File: config.mk
export PLATFORM = sky130hd
export DESIGN_NAME = pfbu_flow
export DESIGN_NICKNAME = d
export VERILOG_FILES = /design/src/pkg/pfbu_pkg.sv /design/src/design/pfbu_cond.sv /design/src/design/pfbu_flow.sv
export SDC_FILE = /design/constraint.sdc
export NUM_CORES = 1
export LEC_CHECK = 0
export BUFFER_PORTS_ARGS = -buffer_cell sky130_fd_sc_hd__buf_2
export CAP_MARGIN = 0
export CORE_MARGIN = 10
export CORE_UTILIZATION = 51
export DETAILED_ROUTE_END_ITERATION = 6
export PLACE_DENSITY = 0.74
export SETUP_SLACK_MARGIN = 0.15
export SYNTH_ARGS = -nofsm -noshare
export SYNTH_HDL_FRONTEND = slang
export SYNTH_HIERARCHICAL = 1
export SYNTH_SLANG_ARGS = --single-unit
File: constraint.sdc
create_clock -name i_clock -period 8.4 [get_ports i_clock]
set_input_delay 0.42 -clock i_clock [delete_from_list [all_inputs] [get_ports i_clock]]
set_output_delay 0.42 -clock i_clock [all_outputs]
set_load 0.05 [all_outputs]
File: src/pkg/pfbu_pkg.sv
package pfbu_pkg;

  // Instruction classes handled by the flow unit
  typedef enum logic [4:0] {
    PFBU_OP_NOP      = 5'h00,
    PFBU_OP_JMP_IDX  = 5'h01,
    PFBU_OP_JMP_EXT  = 5'h02,
    PFBU_OP_BR_REL   = 5'h03,
    PFBU_OP_CALL_REL = 5'h04,
    PFBU_OP_CALL_IDX = 5'h05,
    PFBU_OP_CALL_EXT = 5'h06,
    PFBU_OP_RET_SUB  = 5'h07,
    PFBU_OP_TRAP     = 5'h08,
    PFBU_OP_RET_INT  = 5'h09,
    PFBU_OP_IDLE     = 5'h0a,
    PFBU_OP_BCOND    = 5'h0b
  } pfbu_op_t;

  // Branch condition selectors
  typedef enum logic [3:0] {
    PFBU_CC_NEG  = 4'h0, PFBU_CC_POS  = 4'h1,
    PFBU_CC_ZERO = 4'h2, PFBU_CC_NZ   = 4'h3,
    PFBU_CC_OVF  = 4'h4, PFBU_CC_NOVF = 4'h5,
    PFBU_CC_CRY  = 4'h6, PFBU_CC_NCRY = 4'h7,
    PFBU_CC_HI   = 4'h8, PFBU_CC_LS   = 4'h9,
    PFBU_CC_LT   = 4'ha, PFBU_CC_GE   = 4'hb,
    PFBU_CC_LE   = 4'hc, PFBU_CC_GT   = 4'hd
  } pfbu_cc_t;

  typedef struct packed {
    logic n;
    logic z;
    logic v;
    logic c;
  } pfbu_flags_t;

  // Instruction request from the fetch/decode front end
  typedef struct packed {
    pfbu_op_t    op;
    pfbu_cc_t    cc;
    logic [15:0] pc;
    logic [7:0]  b1;
    logic [7:0]  b2;
  } pfbu_req_t;

  // Processor state that an interrupt-style push saves
  typedef struct packed {
    logic [7:0] ccr;
    logic [7:0] acc_b;
    logic [7:0] acc_a;
    logic [15:0] idx;
  } pfbu_regs_t;

  typedef enum logic [2:0] {
    PFBU_ST_IDLE = 3'h0,
    PFBU_ST_PUSH = 3'h1,
    PFBU_ST_PULL = 3'h2,
    PFBU_ST_VEC  = 3'h3,
    PFBU_ST_WAIT = 3'h4,
    PFBU_ST_DONE = 3'h5
  } pfbu_state_t;

  localparam logic [15:0] PFBU_TRAP_VEC_HI = 16'hfffa;
  localparam logic [15:0] PFBU_TRAP_VEC_LO = 16'hfffb;
  localparam logic [15:0] PFBU_PC_RESET    = 16'h0000;
  localparam logic [15:0] PFBU_SP_RESET    = 16'h0000;
  localparam logic [15:0] PFBU_LEN_ONE     = 16'h0001;
  localparam logic [15:0] PFBU_LEN_TWO     = 16'h0002;
  localparam logic [15:0] PFBU_LEN_THREE   = 16'h0003;
  localparam logic [3:0]  PFBU_RET_BYTES   = 4'h2;
  localparam logic [3:0]  PFBU_INT_BYTES   = 4'h7;
  // Extra execute cycles, relative forms against absolute forms
  localparam logic [3:0]  PFBU_EXT_JMP_CYC  = 4'h1;
  localparam logic [3:0]  PFBU_REL_JMP_CYC  = 4'h2;
  localparam logic [3:0]  PFBU_EXT_CALL_CYC = 4'h3;
  localparam logic [3:0]  PFBU_REL_CALL_CYC = 4'h2;

endpackage : pfbu_pkg

File: src/design/pfbu_cond.sv
`timescale 1ns/10ps
module pfbu_cond (
  input  wire pfbu_pkg::pfbu_cc_t    i_cc,
  input  wire pfbu_pkg::pfbu_flags_t i_flags,
  output logic                       o_taken
);
  wire nxv = i_flags.n ^ i_flags.v;
  wire cz  = i_flags.c | i_flags.z;
  wire zn  = i_flags.z | nxv;

  always_comb begin
    case (i_cc)
      pfbu_pkg::PFBU_CC_NEG:  o_taken = i_flags.n;
      pfbu_pkg::PFBU_CC_POS:  o_taken = ~i_flags.n;
      pfbu_pkg::PFBU_CC_ZERO: o_taken = i_flags.z;
      pfbu_pkg::PFBU_CC_NZ:   o_taken = ~i_flags.z;
      pfbu_pkg::PFBU_CC_OVF:  o_taken = i_flags.v;
      pfbu_pkg::PFBU_CC_NOVF: o_taken = ~i_flags.v;
      pfbu_pkg::PFBU_CC_CRY:  o_taken = i_flags.c;
      pfbu_pkg::PFBU_CC_NCRY: o_taken = ~i_flags.c;
      pfbu_pkg::PFBU_CC_HI:   o_taken = ~cz;
      pfbu_pkg::PFBU_CC_LS:   o_taken = cz;
      pfbu_pkg::PFBU_CC_LT:   o_taken = nxv;
      pfbu_pkg::PFBU_CC_GE:   o_taken = ~nxv;
      pfbu_pkg::PFBU_CC_LE:   o_taken = zn;
      pfbu_pkg::PFBU_CC_GT:   o_taken = ~zn;
      default:                o_taken = 1'b0;
    endcase
  end
endmodule : pfbu_cond

File: src/design/pfbu_flow.sv
// The plain strobed port and the register addresses were decided locally.
`timescale 1ns/10ps
// How it works
// - No-operation only advances the program counter by one.
// - Indexed jump goes to index register plus offset byte.
// - Extended jump goes to the two bytes after the opcode.
// - Relative jump reaches -126..+129 bytes from its own location.
// - Relative jump is one byte shorter, one cycle slower than extended jump.
// - Calls advance the program counter past the call before pushing it.
// - Relative call is 2 bytes, extended call 3; relative one cycle faster.
// - Subroutine return resumes at the caller's saved return point.
// - Trap stacks registers, then loads PC from vector bytes FFFA, FFFB.
// - Trap saves the address of the instruction after it.
// - Interrupt return restores stacked state and resumes the program.
// - Idle pushes state first, waits for interrupt; response skips stacking.
// - Conditional branch falls through on fail, goes relative on success.
// - Simple branches test one of N, Z, V, C set or clear.
// - Higher needs C and Z clear; lower-or-same needs either set.
// - Signed less when N xor V is one; signed ge when zero.
// - Signed le when Z or N xor V; signed greater when neither.
// - Trap and idle push all registers but the stack pointer; an interrupt is taken only after idle and pushes nothing.
// - Stack pointer decrements after each pushed byte.
// - Subroutine return pulls the return address into the program counter.
module pfbu_flow (
  input  wire logic                  i_clock,
  input  wire logic                  i_rst_b,
  input  wire logic                  i_ce,
  input  wire logic                  i_req_valid,
  input  wire pfbu_pkg::pfbu_req_t   i_req,
  input  wire pfbu_pkg::pfbu_flags_t i_flags,
  input  wire pfbu_pkg::pfbu_regs_t  i_regs,
  input  wire logic                  i_irq,
  input  wire logic [15:0]           i_irq_vector,
  input  wire logic [7:0]            i_mem_rdata,
  output logic                       o_busy,
  output logic                       o_done,
  output logic [15:0]                o_next_pc,
  output logic                       o_taken,
  output logic                       o_regs_valid,
  output pfbu_pkg::pfbu_regs_t       o_regs,
  output logic                       o_mem_we,
  output logic                       o_mem_re,
  output logic [15:0]                o_mem_addr,
  output logic [7:0]                 o_mem_wdata,
  output logic [15:0]                o_sp,
  output logic                       o_waiting
);
  pfbu_pkg::pfbu_state_t state_q, state_d;
  logic [15:0] sp_q, pc_q, tgt_q, vec_q;
  logic [3:0]  cnt_q, delay_q;
  logic        is_int_q, is_trap_q, taken_q, prestacked_q, is_pull_q;
  logic [55:0] frame_q;
  logic [7:0]  pull_q [0:6];

  wire cond_taken;
  wire [15:0] ext_addr  = {i_req.b1, i_req.b2};
  wire [15:0] rel_next  = i_req.pc + pfbu_pkg::PFBU_LEN_TWO;
  wire [15:0] rel_tgt   = rel_next + {{8{i_req.b1[7]}}, i_req.b1};
  wire [15:0] idx_tgt   = i_regs.idx + {8'h00, i_req.b1};
  wire        start     = i_ce & i_req_valid & (state_q == pfbu_pkg::PFBU_ST_IDLE);
  wire [55:0] int_frame;

  pfbu_cond u_cond (
    .i_cc    (i_req.cc),
    .i_flags (i_flags),
    .o_taken (cond_taken)
  );

  // Interrupt frame, pushed low byte of PC first so pulls run in reverse
  function automatic logic [55:0] pfbu_frame(input logic [15:0] ret,
                                             input pfbu_pkg::pfbu_regs_t r);
    pfbu_frame = {r.ccr, r.acc_b, r.acc_a, r.idx, ret};
  endfunction : pfbu_frame

  wire [15:0] next_seq =
    (i_req.op == pfbu_pkg::PFBU_OP_NOP)      ? i_req.pc + pfbu_pkg::PFBU_LEN_ONE :
    (i_req.op == pfbu_pkg::PFBU_OP_TRAP)     ? i_req.pc + pfbu_pkg::PFBU_LEN_ONE :
    (i_req.op == pfbu_pkg::PFBU_OP_IDLE)     ? i_req.pc + pfbu_pkg::PFBU_LEN_ONE :
    (i_req.op == pfbu_pkg::PFBU_OP_CALL_EXT) ? i_req.pc + pfbu_pkg::PFBU_LEN_THREE :
    rel_next;
  assign int_frame = pfbu_frame(next_seq, i_regs);

  wire [15:0] dest =
    (i_req.op == pfbu_pkg::PFBU_OP_JMP_IDX)  ? idx_tgt :
    (i_req.op == pfbu_pkg::PFBU_OP_CALL_IDX) ? idx_tgt :
    (i_req.op == pfbu_pkg::PFBU_OP_JMP_EXT)  ? ext_addr :
    (i_req.op == pfbu_pkg::PFBU_OP_CALL_EXT) ? ext_addr :
    (i_req.op == pfbu_pkg::PFBU_OP_BR_REL)   ? rel_tgt :
    (i_req.op == pfbu_pkg::PFBU_OP_CALL_REL) ? rel_tgt :
    (i_req.op == pfbu_pkg::PFBU_OP_BCOND)    ? (cond_taken ? rel_tgt : rel_next) :
    next_seq;

  wire [3:0] delay_for =
    (i_req.op == pfbu_pkg::PFBU_OP_JMP_EXT)  ? pfbu_pkg::PFBU_EXT_JMP_CYC :
    (i_req.op == pfbu_pkg::PFBU_OP_BR_REL)   ? pfbu_pkg::PFBU_REL_JMP_CYC :
    (i_req.op == pfbu_pkg::PFBU_OP_CALL_EXT) ? pfbu_pkg::PFBU_EXT_CALL_CYC :
    (i_req.op == pfbu_pkg::PFBU_OP_CALL_REL) ? pfbu_pkg::PFBU_REL_CALL_CYC :
    pfbu_pkg::PFBU_EXT_JMP_CYC;

  wire op_call = (i_req.op == pfbu_pkg::PFBU_OP_CALL_REL) |
                 (i_req.op == pfbu_pkg::PFBU_OP_CALL_IDX) |
                 (i_req.op == pfbu_pkg::PFBU_OP_CALL_EXT);
  wire op_int  = (i_req.op == pfbu_pkg::PFBU_OP_TRAP) | (i_req.op == pfbu_pkg::PFBU_OP_IDLE);
  wire op_pull = (i_req.op == pfbu_pkg::PFBU_OP_RET_SUB) |
                 (i_req.op == pfbu_pkg::PFBU_OP_RET_INT);
  wire [3:0] nbytes = is_int_q ? pfbu_pkg::PFBU_INT_BYTES : pfbu_pkg::PFBU_RET_BYTES;
  wire last  = (cnt_q == nbytes - 4'h1);
  wire [2:0] byte_sel = cnt_q[2:0];
  wire [7:0] push_byte = frame_q[{byte_sel, 3'b000} +: 8];
  wire [15:0] sp_inc = sp_q + pfbu_pkg::PFBU_LEN_ONE;

  // Pulled return address ends the pull stream (high byte then low byte)
  wire [2:0]  hi_i     = is_int_q ? 3'h5 : 3'h0;
  wire [2:0]  lo_i     = is_int_q ? 3'h6 : 3'h1;
  wire [15:0] ret_addr = {pull_q[hi_i], pull_q[lo_i]};
  // Returns take the stacked address, everything else the latched target
  wire [15:0] done_pc  = is_pull_q ? ret_addr : tgt_q;

  always_comb begin
    state_d = state_q;
    case (state_q)
      pfbu_pkg::PFBU_ST_IDLE: begin
        if (start) begin
          if (op_call | op_int)
            state_d = pfbu_pkg::PFBU_ST_PUSH;
          else if (op_pull)
            state_d = pfbu_pkg::PFBU_ST_PULL;
          else
            state_d = pfbu_pkg::PFBU_ST_DONE;
        end else if (i_ce & i_irq & prestacked_q) begin
          state_d = pfbu_pkg::PFBU_ST_DONE;
        end
      end
      pfbu_pkg::PFBU_ST_PUSH: begin
        if (last)
          state_d = is_trap_q ? pfbu_pkg::PFBU_ST_VEC :
                    is_int_q ? pfbu_pkg::PFBU_ST_WAIT : pfbu_pkg::PFBU_ST_DONE;
      end
      pfbu_pkg::PFBU_ST_PULL: if (last) state_d = pfbu_pkg::PFBU_ST_DONE;
      pfbu_pkg::PFBU_ST_VEC:  if (cnt_q[0]) state_d = pfbu_pkg::PFBU_ST_DONE;
      pfbu_pkg::PFBU_ST_WAIT: state_d = pfbu_pkg::PFBU_ST_IDLE;
      pfbu_pkg::PFBU_ST_DONE: if (delay_q == 4'h0) state_d = pfbu_pkg::PFBU_ST_IDLE;
      default:                state_d = pfbu_pkg::PFBU_ST_IDLE;
    endcase
  end

  always_ff @(posedge i_clock) begin
    if (!i_rst_b) begin
      state_q      <= pfbu_pkg::PFBU_ST_IDLE;
      sp_q         <= pfbu_pkg::PFBU_SP_RESET;
      pc_q         <= pfbu_pkg::PFBU_PC_RESET;
      tgt_q        <= pfbu_pkg::PFBU_PC_RESET;
      vec_q        <= pfbu_pkg::PFBU_PC_RESET;
      cnt_q        <= 4'h0;
      delay_q      <= 4'h0;
      is_int_q     <= 1'b0;
      is_trap_q    <= 1'b0;
      taken_q      <= 1'b0;
      prestacked_q <= 1'b0;
      is_pull_q    <= 1'b0;
      frame_q      <= 56'h0;
    end else if (i_ce) begin
      state_q <= state_d;
      if (start) begin
        tgt_q     <= dest;
        is_int_q  <= op_int | (i_req.op == pfbu_pkg::PFBU_OP_RET_INT);
        is_trap_q <= (i_req.op == pfbu_pkg::PFBU_OP_TRAP);
        is_pull_q <= op_pull;
        taken_q   <= (i_req.op == pfbu_pkg::PFBU_OP_BCOND) ? cond_taken :
                     (i_req.op != pfbu_pkg::PFBU_OP_NOP);
        frame_q   <= int_frame;
        cnt_q     <= 4'h0;
        delay_q   <= op_pull ? 4'h0 : delay_for - 4'h1;
      end else if (state_q == pfbu_pkg::PFBU_ST_IDLE && i_irq && prestacked_q) begin
        prestacked_q <= 1'b0;
        tgt_q        <= i_irq_vector;
        taken_q      <= 1'b1;
        delay_q      <= 4'h0;
      end
      if (state_q == pfbu_pkg::PFBU_ST_PUSH) begin
        sp_q  <= sp_q - pfbu_pkg::PFBU_LEN_ONE;
        cnt_q <= last ? 4'h0 : cnt_q + 4'h1;
      end
      if (state_q == pfbu_pkg::PFBU_ST_PULL) begin
        sp_q  <= sp_inc;
        cnt_q <= last ? 4'h0 : cnt_q + 4'h1;
      end
      if (state_q == pfbu_pkg::PFBU_ST_VEC) begin
        cnt_q <= cnt_q + 4'h1;
        if (cnt_q[0])
          tgt_q <= {vec_q[7:0], i_mem_rdata};
      end
      if (state_q == pfbu_pkg::PFBU_ST_VEC && !cnt_q[0])
        vec_q <= {8'h00, i_mem_rdata};
      if (state_q == pfbu_pkg::PFBU_ST_WAIT)
        prestacked_q <= 1'b1;
      if (state_q == pfbu_pkg::PFBU_ST_DONE) begin
        pc_q    <= done_pc;
        delay_q <= delay_q - 4'h1;
      end
    end
  end

  // Pulled bytes land in order: last-pushed first
  genvar gi;
  generate
    for (gi = 0; gi < 7; gi++) begin : g_pull
      always_ff @(posedge i_clock) begin
        if (!i_rst_b)
          pull_q[gi] <= 8'h00;
        else if (i_ce && state_q == pfbu_pkg::PFBU_ST_PULL && cnt_q == 4'(gi))
          pull_q[gi] <= i_mem_rdata;
      end
    end
  endgenerate

  // Memory requests are combinational so data return the same cycle
  assign o_mem_we    = i_ce & (state_q == pfbu_pkg::PFBU_ST_PUSH);
  assign o_mem_re    = i_ce & ((state_q == pfbu_pkg::PFBU_ST_PULL) |
                               (state_q == pfbu_pkg::PFBU_ST_VEC));
  assign o_mem_addr  = (state_q == pfbu_pkg::PFBU_ST_PUSH) ? sp_q :
                       (state_q == pfbu_pkg::PFBU_ST_PULL) ? sp_inc :
                       cnt_q[0] ? pfbu_pkg::PFBU_TRAP_VEC_LO : pfbu_pkg::PFBU_TRAP_VEC_HI;
  assign o_mem_wdata = push_byte;

  // The new address shows in the done cycle itself, then stays in pc_q
  assign o_next_pc    = (state_q == pfbu_pkg::PFBU_ST_DONE) ? done_pc : pc_q;
  assign o_busy       = (state_q != pfbu_pkg::PFBU_ST_IDLE);
  assign o_done       = i_ce & (state_q == pfbu_pkg::PFBU_ST_DONE) & (delay_q == 4'h0);
  assign o_taken      = taken_q;
  assign o_sp         = sp_q;
  assign o_waiting    = prestacked_q;
  assign o_regs_valid = o_done & is_int_q & is_pull_q;
  assign o_regs       = '{ccr: pull_q[0], acc_b: pull_q[1], acc_a: pull_q[2],
                          idx: {pull_q[3], pull_q[4]}};
endmodule : pfbu_flow

==> results of run 1 <==
==> routing by layer <==
| layer | track usage | wire, um | vias up |
|---|---|---|---|
| li1 | - | - | 5621 |
| met1 | 0.334 | 17100 | 5583 |
| met2 | 0.413 | 18800 | 523 |
| met3 | 0.0569 | 3410 | 67 |
| met4 | 0.0891 | 1080 | 2 |
| met5 | 0 | 11 | - |
==> area by class of cell <==
| class | count | area (sq um) | area share |
|---|---|---|---|
| inverters | 23 | 86.3 | 0.00627 |
| clock buffers | 17 | 425 | 0.0309 |
| flip-flops and latches | 184 | 4240 | 0.308 |
| well taps | 319 | 399 | 0.0290 |
| diodes | 3 | 7.51 | 0.000545 |
| multi-input cells | 1184 | 7290 | 0.529 |
| repair buffers | 224 | 1140 | 0.0828 |
| clock inverters | 15 | 180 | 0.0131 |
==> report_power, final <==
group / switching (mW) / leakage (nW) / internal [mW]
clock: 0.407 / 0.293 / 0.404
sequential: 0.0886 / 1.62 / 0.986
combinational: 0.724 / 3.44 / 0.323
==> logic make-up after synthesis <==
| family | after synthesis |
|---|---|
| compound gates | 400 |
| xor+xnor | 76 |
| fa+ha+maj | 43 |
| buf+inv | 121 |
| flops | 184 |
| mux | 67 |
| simple gates | 598 |
==> state kept, by name, indices dropped and copies added, names as in the netlist <==
| name | flops |
|---|---|
| frame_q | 56 |
| pull_q | 56 |
| o_sp | 16 |
| pc_q | 16 |
| tgt_q | 16 |
| vec_q | 8 |
| cnt_q | 4 |
| delay_q | 4 |
| state_q | 3 |
| is_int_q | 1 |
| is_pull_q | 1 |
| is_trap_q | 1 |
| o_taken | 1 |
| o_waiting | 1 |
==> synth_stat cells, types with 14 or more instances <==
| cell | instances |
|---|---|
| a21oi_1 | 143 |
| clkbuf_1 | 77 |
| xnor2_1 | 43 |
| nand3_1 | 39 |
| dfxtp_1 | 128 |
| edfxtp_1 | 56 |
| a21o_1 | 16 |
| inv_1 | 22 |
| mux2i_1 | 46 |
| nor2_1 | 150 |
| or3_1 | 15 |
| nor3_1 | 27 |
| and2_1 | 57 |
| ha_1 | 40 |
| nand2_1 | 228 |
| xor2_1 | 32 |
| o21ai_0 | 111 |
| a211oi_1 | 23 |
| and3_1 | 14 |
==> how the worst max path moves through the flow <==
| stage | cells past startpoint | from | end |
|---|---|---|---|
| after floorplan | 7 | o_sp[4] | o_mem_addr[13] |
| after global placement | 12 | i_req[20] | tgt_q[10] |
| after detailed placement | 12 | i_req[20] | tgt_q[10] |
| after CTS | 4 | state_q[0] | o_next_pc[9] |
| after global routing | 4 | state_q[0] | o_next_pc[9] |
| final | 4 | state_q[0] | o_next_pc[9] |
==> critical path, stage by stage, from the launching register on <==
cell     delay (ns)
dfxtp_1        0.70
nor2b_1        0.44
nand2_1        0.71
o21ai_0        0.63
buf_2          0.35
==> stage by stage <==
stage           util  worst slack [ns]  total power, mW
5_1_grt        0.590              4.44             3.07
6_report       0.590              4.71             2.93
3_3_place_gp   0.564              4.67             2.12
2_1_floorplan      -              5.14             1.85
3_5_place_dp   0.564              4.71             2.13
4_1_cts        0.590              4.82             2.93
==> qor.csv, run 1 <==
metric,value,unit
clk_path_buf_depth,2,
place_congestion,0.971,
synth_xor_area_frac,0.0561,
timing.hold.ws,0.206,ns
final_cells,1969,
setup_tns,0,ns
syn_nets,1645,
hold_path_startpoint,i_regs[18],
initial_core_util,0.515,
synth_flop_cell,dfxtp_1,
clkSinkCount,184,
dieArea,30100,sq um
ios,217,
vdd_drop_max,0.000134,V
grt_pass1_wl,62800,um
clock_skew,0.0147,ns
dieWidth,173,um
htreeDepth,4,
dpl.cell_count,1934,
clock_latency,0.44,ns
synthMuxAreaShare,0.0656,
postCtsHoldBufs,0,
grt_usage,0.257,
ant_nets,0,
maxCapViolCount,0,
yosys_warnings,6,
synth_cells,1489,
worst-setup-path-type,reg -> out,
drtPass1Iterations,5,
synth_compound_area_frac,0.205,
outcome,"complete, no violations",
critPathLaunchType,register,
fillers,2177,
cp.arrival,3.27,ns
synth_area,12000,sq um
ys_ff_latch,184,
synth_edf_count,56,
first_global_vias,11143,
place_area,13200,sq um
post-route-cell-area,13800,sq um
cts-root-buf,clkbuf_16,
hold_viol_final,0,
fp.coreArea,23300,sq um
synth_area_leaders,"dfxtp_1 (21%), edfxtp_1 (14%), nand2_1 (7.1%)",
fin_nets,1790,
yosysSeqAreaShare,0.354,
grt_start_max_net_pins,89,
clk_pin_slew,0.08,ns
hold_class,in -> reg,
whs_path_depth,3,
max_slew_margin,0.108,
route.detailed.drc,0,
cts_buffers,17,
dr_total_vias,11796,
ys_types,86,
powerDensity,213,nW/um^2
synth_adder_area_share,0.0459,
grt-ovfl-total,0,
synth_top_area_frac,0.213,
r2r_end,o_sp[11],
syn_area_per_cell,8.06,sq um
layout-drive-gt1-share,0.181,
syn_to_final_growth,14.8,%
drt_iter0_drc,1169,
tightest_slew,1.32,ns
synth_top_cell_by_area,dfxtp_1,
cts_setup_buffers,0,
r2r_start,state_q[1],
rsz0062_at_grt,no,
async_reset_ff_frac,0,
leakage,5.36,nW
hold_end,frame_q[34],
slew_viol_final,0,
ctsResizeCount,0,
max_freq,271,MHz
drt_wl_total,40500,um
fin_crit_sh,0.439,
min_period,3.69,ns
synth-simple-area-share,0.234,
final_cell_mix,"nand2_1 (228), buf_2 (216), nor2_1 (150)",
post_drt_via_cell_ratio,5.99,
antenna_found_initial,4,
die_h,173,um
endpoint_kind,primary output,
dp_hpwl,30300,um
ff2ff_setup_slack,5.31,ns
worstRegToRegCells,6,
tritoncts,done,
required,7.98,ns
critPathMaxFanout,37,
setup_viol,0,
layout_commonest_cell,nand2_1,
wire_per_inst,20.6,um
io_buffers,216,
synth_top_family_by_area,simple AND/OR/NAND/NOR gates,
rows,56,
Power figures use the tool's default switching activity.
==> run 2, diff against run 1 <==
==> constraint.sdc (replaced) <==
create_clock -name i_clock -period 3.8 [get_ports i_clock]
set_input_delay 0.19 -clock i_clock [delete_from_list [all_inputs] [get_ports i_clock]]
set_output_delay 0.19 -clock i_clock [all_outputs]
set_load 0.05 [all_outputs]
==> run 2 against run 1 <==
Clock skew down 0.0019 ns; die area unchanged; critical path type unchanged; clock power is 120% higher; largest cell class unchanged; utilization up 1.3 points; final area up 2.3%; highest routed layer is now met4; flip-flop and latch count is the same; combinational power is 130% higher; non-clock buffer count grew 37.
==> qor.csv, run 2 (synthesized netlist as in run 1, its figures left out) <==
metric,value,unit
drtPass1Iterations,6,
antenna_found_initial,2,
top_layer,met4,
post-route-cell-area,14100,sq um
fp.coreArea,23300,sq um
slew_viol_final,0,
vdd_drop_max,0.000349,V
layout-drive-gt1-share,0.187,
ctsResizeCount,0,
maxCapViolCount,0,
initial_core_util,0.515,
dr_total_vias,12041,
die_h,173,um
fin_crit_sh,0.805,
rows,56,
grt-ovfl-total,0,
tightest_slew,1.01,ns
critPathLaunchType,register,
rsz0062_at_grt,no,
final_cell_mix,"nand2_1 (228), buf_2 (216), nor2_1 (150)",
leakage,5.53,nW
endpoint_kind,primary output,
syn_to_final_growth,17.4,%
first_global_vias,11385,
critPathMaxFanout,37,
drt_iter0_drc,1240,
max_freq,327,MHz
route.detailed.drc,0,
clkSinkCount,184,
clock_skew,0.0128,ns
outcome,"complete, no violations",
place_congestion,0.952,
fin_nets,1827,
drt_wl_total,41500,um
grt_usage,0.264,
setup_viol,0,
place_area,13300,sq um
ios,217,
io_buffers,216,
min_period,3.06,ns
powerDensity,463,nW/um^2
wl_met3,3330,um
grt_pass1_wl,64300,um
dieWidth,173,um
layout_commonest_cell,nand2_1,
tritoncts,done,
fin_util,0.604,
post_drt_via_cell_ratio,6.01,
routed-wl-met2,19600,um
largestRegisters,"frame_q x56, pull_q x56",
cts_buffers,17,
required,3.61,ns
max_slew_margin,0.328,
cts-root-buf,clkbuf_16,
setup_tns,0,ns
clock_latency,0.43,ns
worst-setup-path-type,reg -> out,
drt-met1-wl,17500,um
fillers,2142,
ant_nets,0,
hold_class,in -> reg,
dieArea,30100,sq um
clk_path_buf_depth,2,
hold_viol_final,0,
cp.arrival,2.87,ns
clk_pin_slew,0.08,ns
htreeDepth,4,
wire_per_inst,20.7,um
dp_hpwl,30900,um
grt_start_max_net_pins,66,
[run 2: repair_timing]
action	in CTS	in global routing
setup buffers	0	0
endpoints found under the hold margin	19	0
setup endpoints to repair	0	0
hold buffers	19	0
[run 2: final timing paths]
check | from | endpoint | slack (ns) | cells after the start
max reg2reg | state_q[2] | tgt_q[13] | 0.93 | 8
min | i_regs[5] | frame_q[21] | 0.01 | 3
max | state_q[0] | o_next_pc[15] | 0.74 | 5
min reg2reg | o_taken | o_taken | 0.45 | 2
[run 2: through the flow]
stage | hold slack [ns] | setup WS (ns) | power (mW) | instances
floorplan | 0.326 | 0.769 | 4.09 | 1489
global placement | 0.431 | 0.457 | 4.71 | 1952
detailed placement | 0.438 | 0.409 | 4.73 | 1952
CTS | 0.00291 | 0.766 | 6.52 | 2003
global route | 0.00118 | 0.533 | 6.83 | 2005
finish | 0.0116 | 0.741 | 6.52 | 2005
[run 2: worst max-delay path, stage by stage (launching register included)]
cell     delay (ns)
dfxtp_1        0.33
buf_4          0.21
nor2b_1        0.37
nand2_1        0.67
o21ai_0        0.51
buf_2          0.34
[run 2: final cells by class]
class / count / area (sq um) / share of cell area
inverter: 23 / 86.3 / 0.00613
multi-input combinational: 1184 / 7290 / 0.517
sequential: 184 / 4240 / 0.301
timing repair buffer: 261 / 1470 / 0.104
tap: 319 / 399 / 0.0283
antenna: 2 / 5.00 / 0.000355
clock inverter: 15 / 174 / 0.0123
clock buffer: 17 / 425 / 0.0302
[run 2: routing by layer]
| metal | track usage | up-vias |
|---|---|---|
| met5 | 0 | - |
| met4 | 0.0877 | 0 |
| met3 | 0.0503 | 70 |
| met2 | 0.423 | 557 |
| met1 | 0.351 | 5716 |
| li1 | - | 5698 |
[run 2: where the power goes]
part	switching (mW)	internal [mW]	total (mW)
Clock	0.884	0.896	1.78
Sequential	0.191	2.18	2.37
Combinational	1.62	0.748	2.37
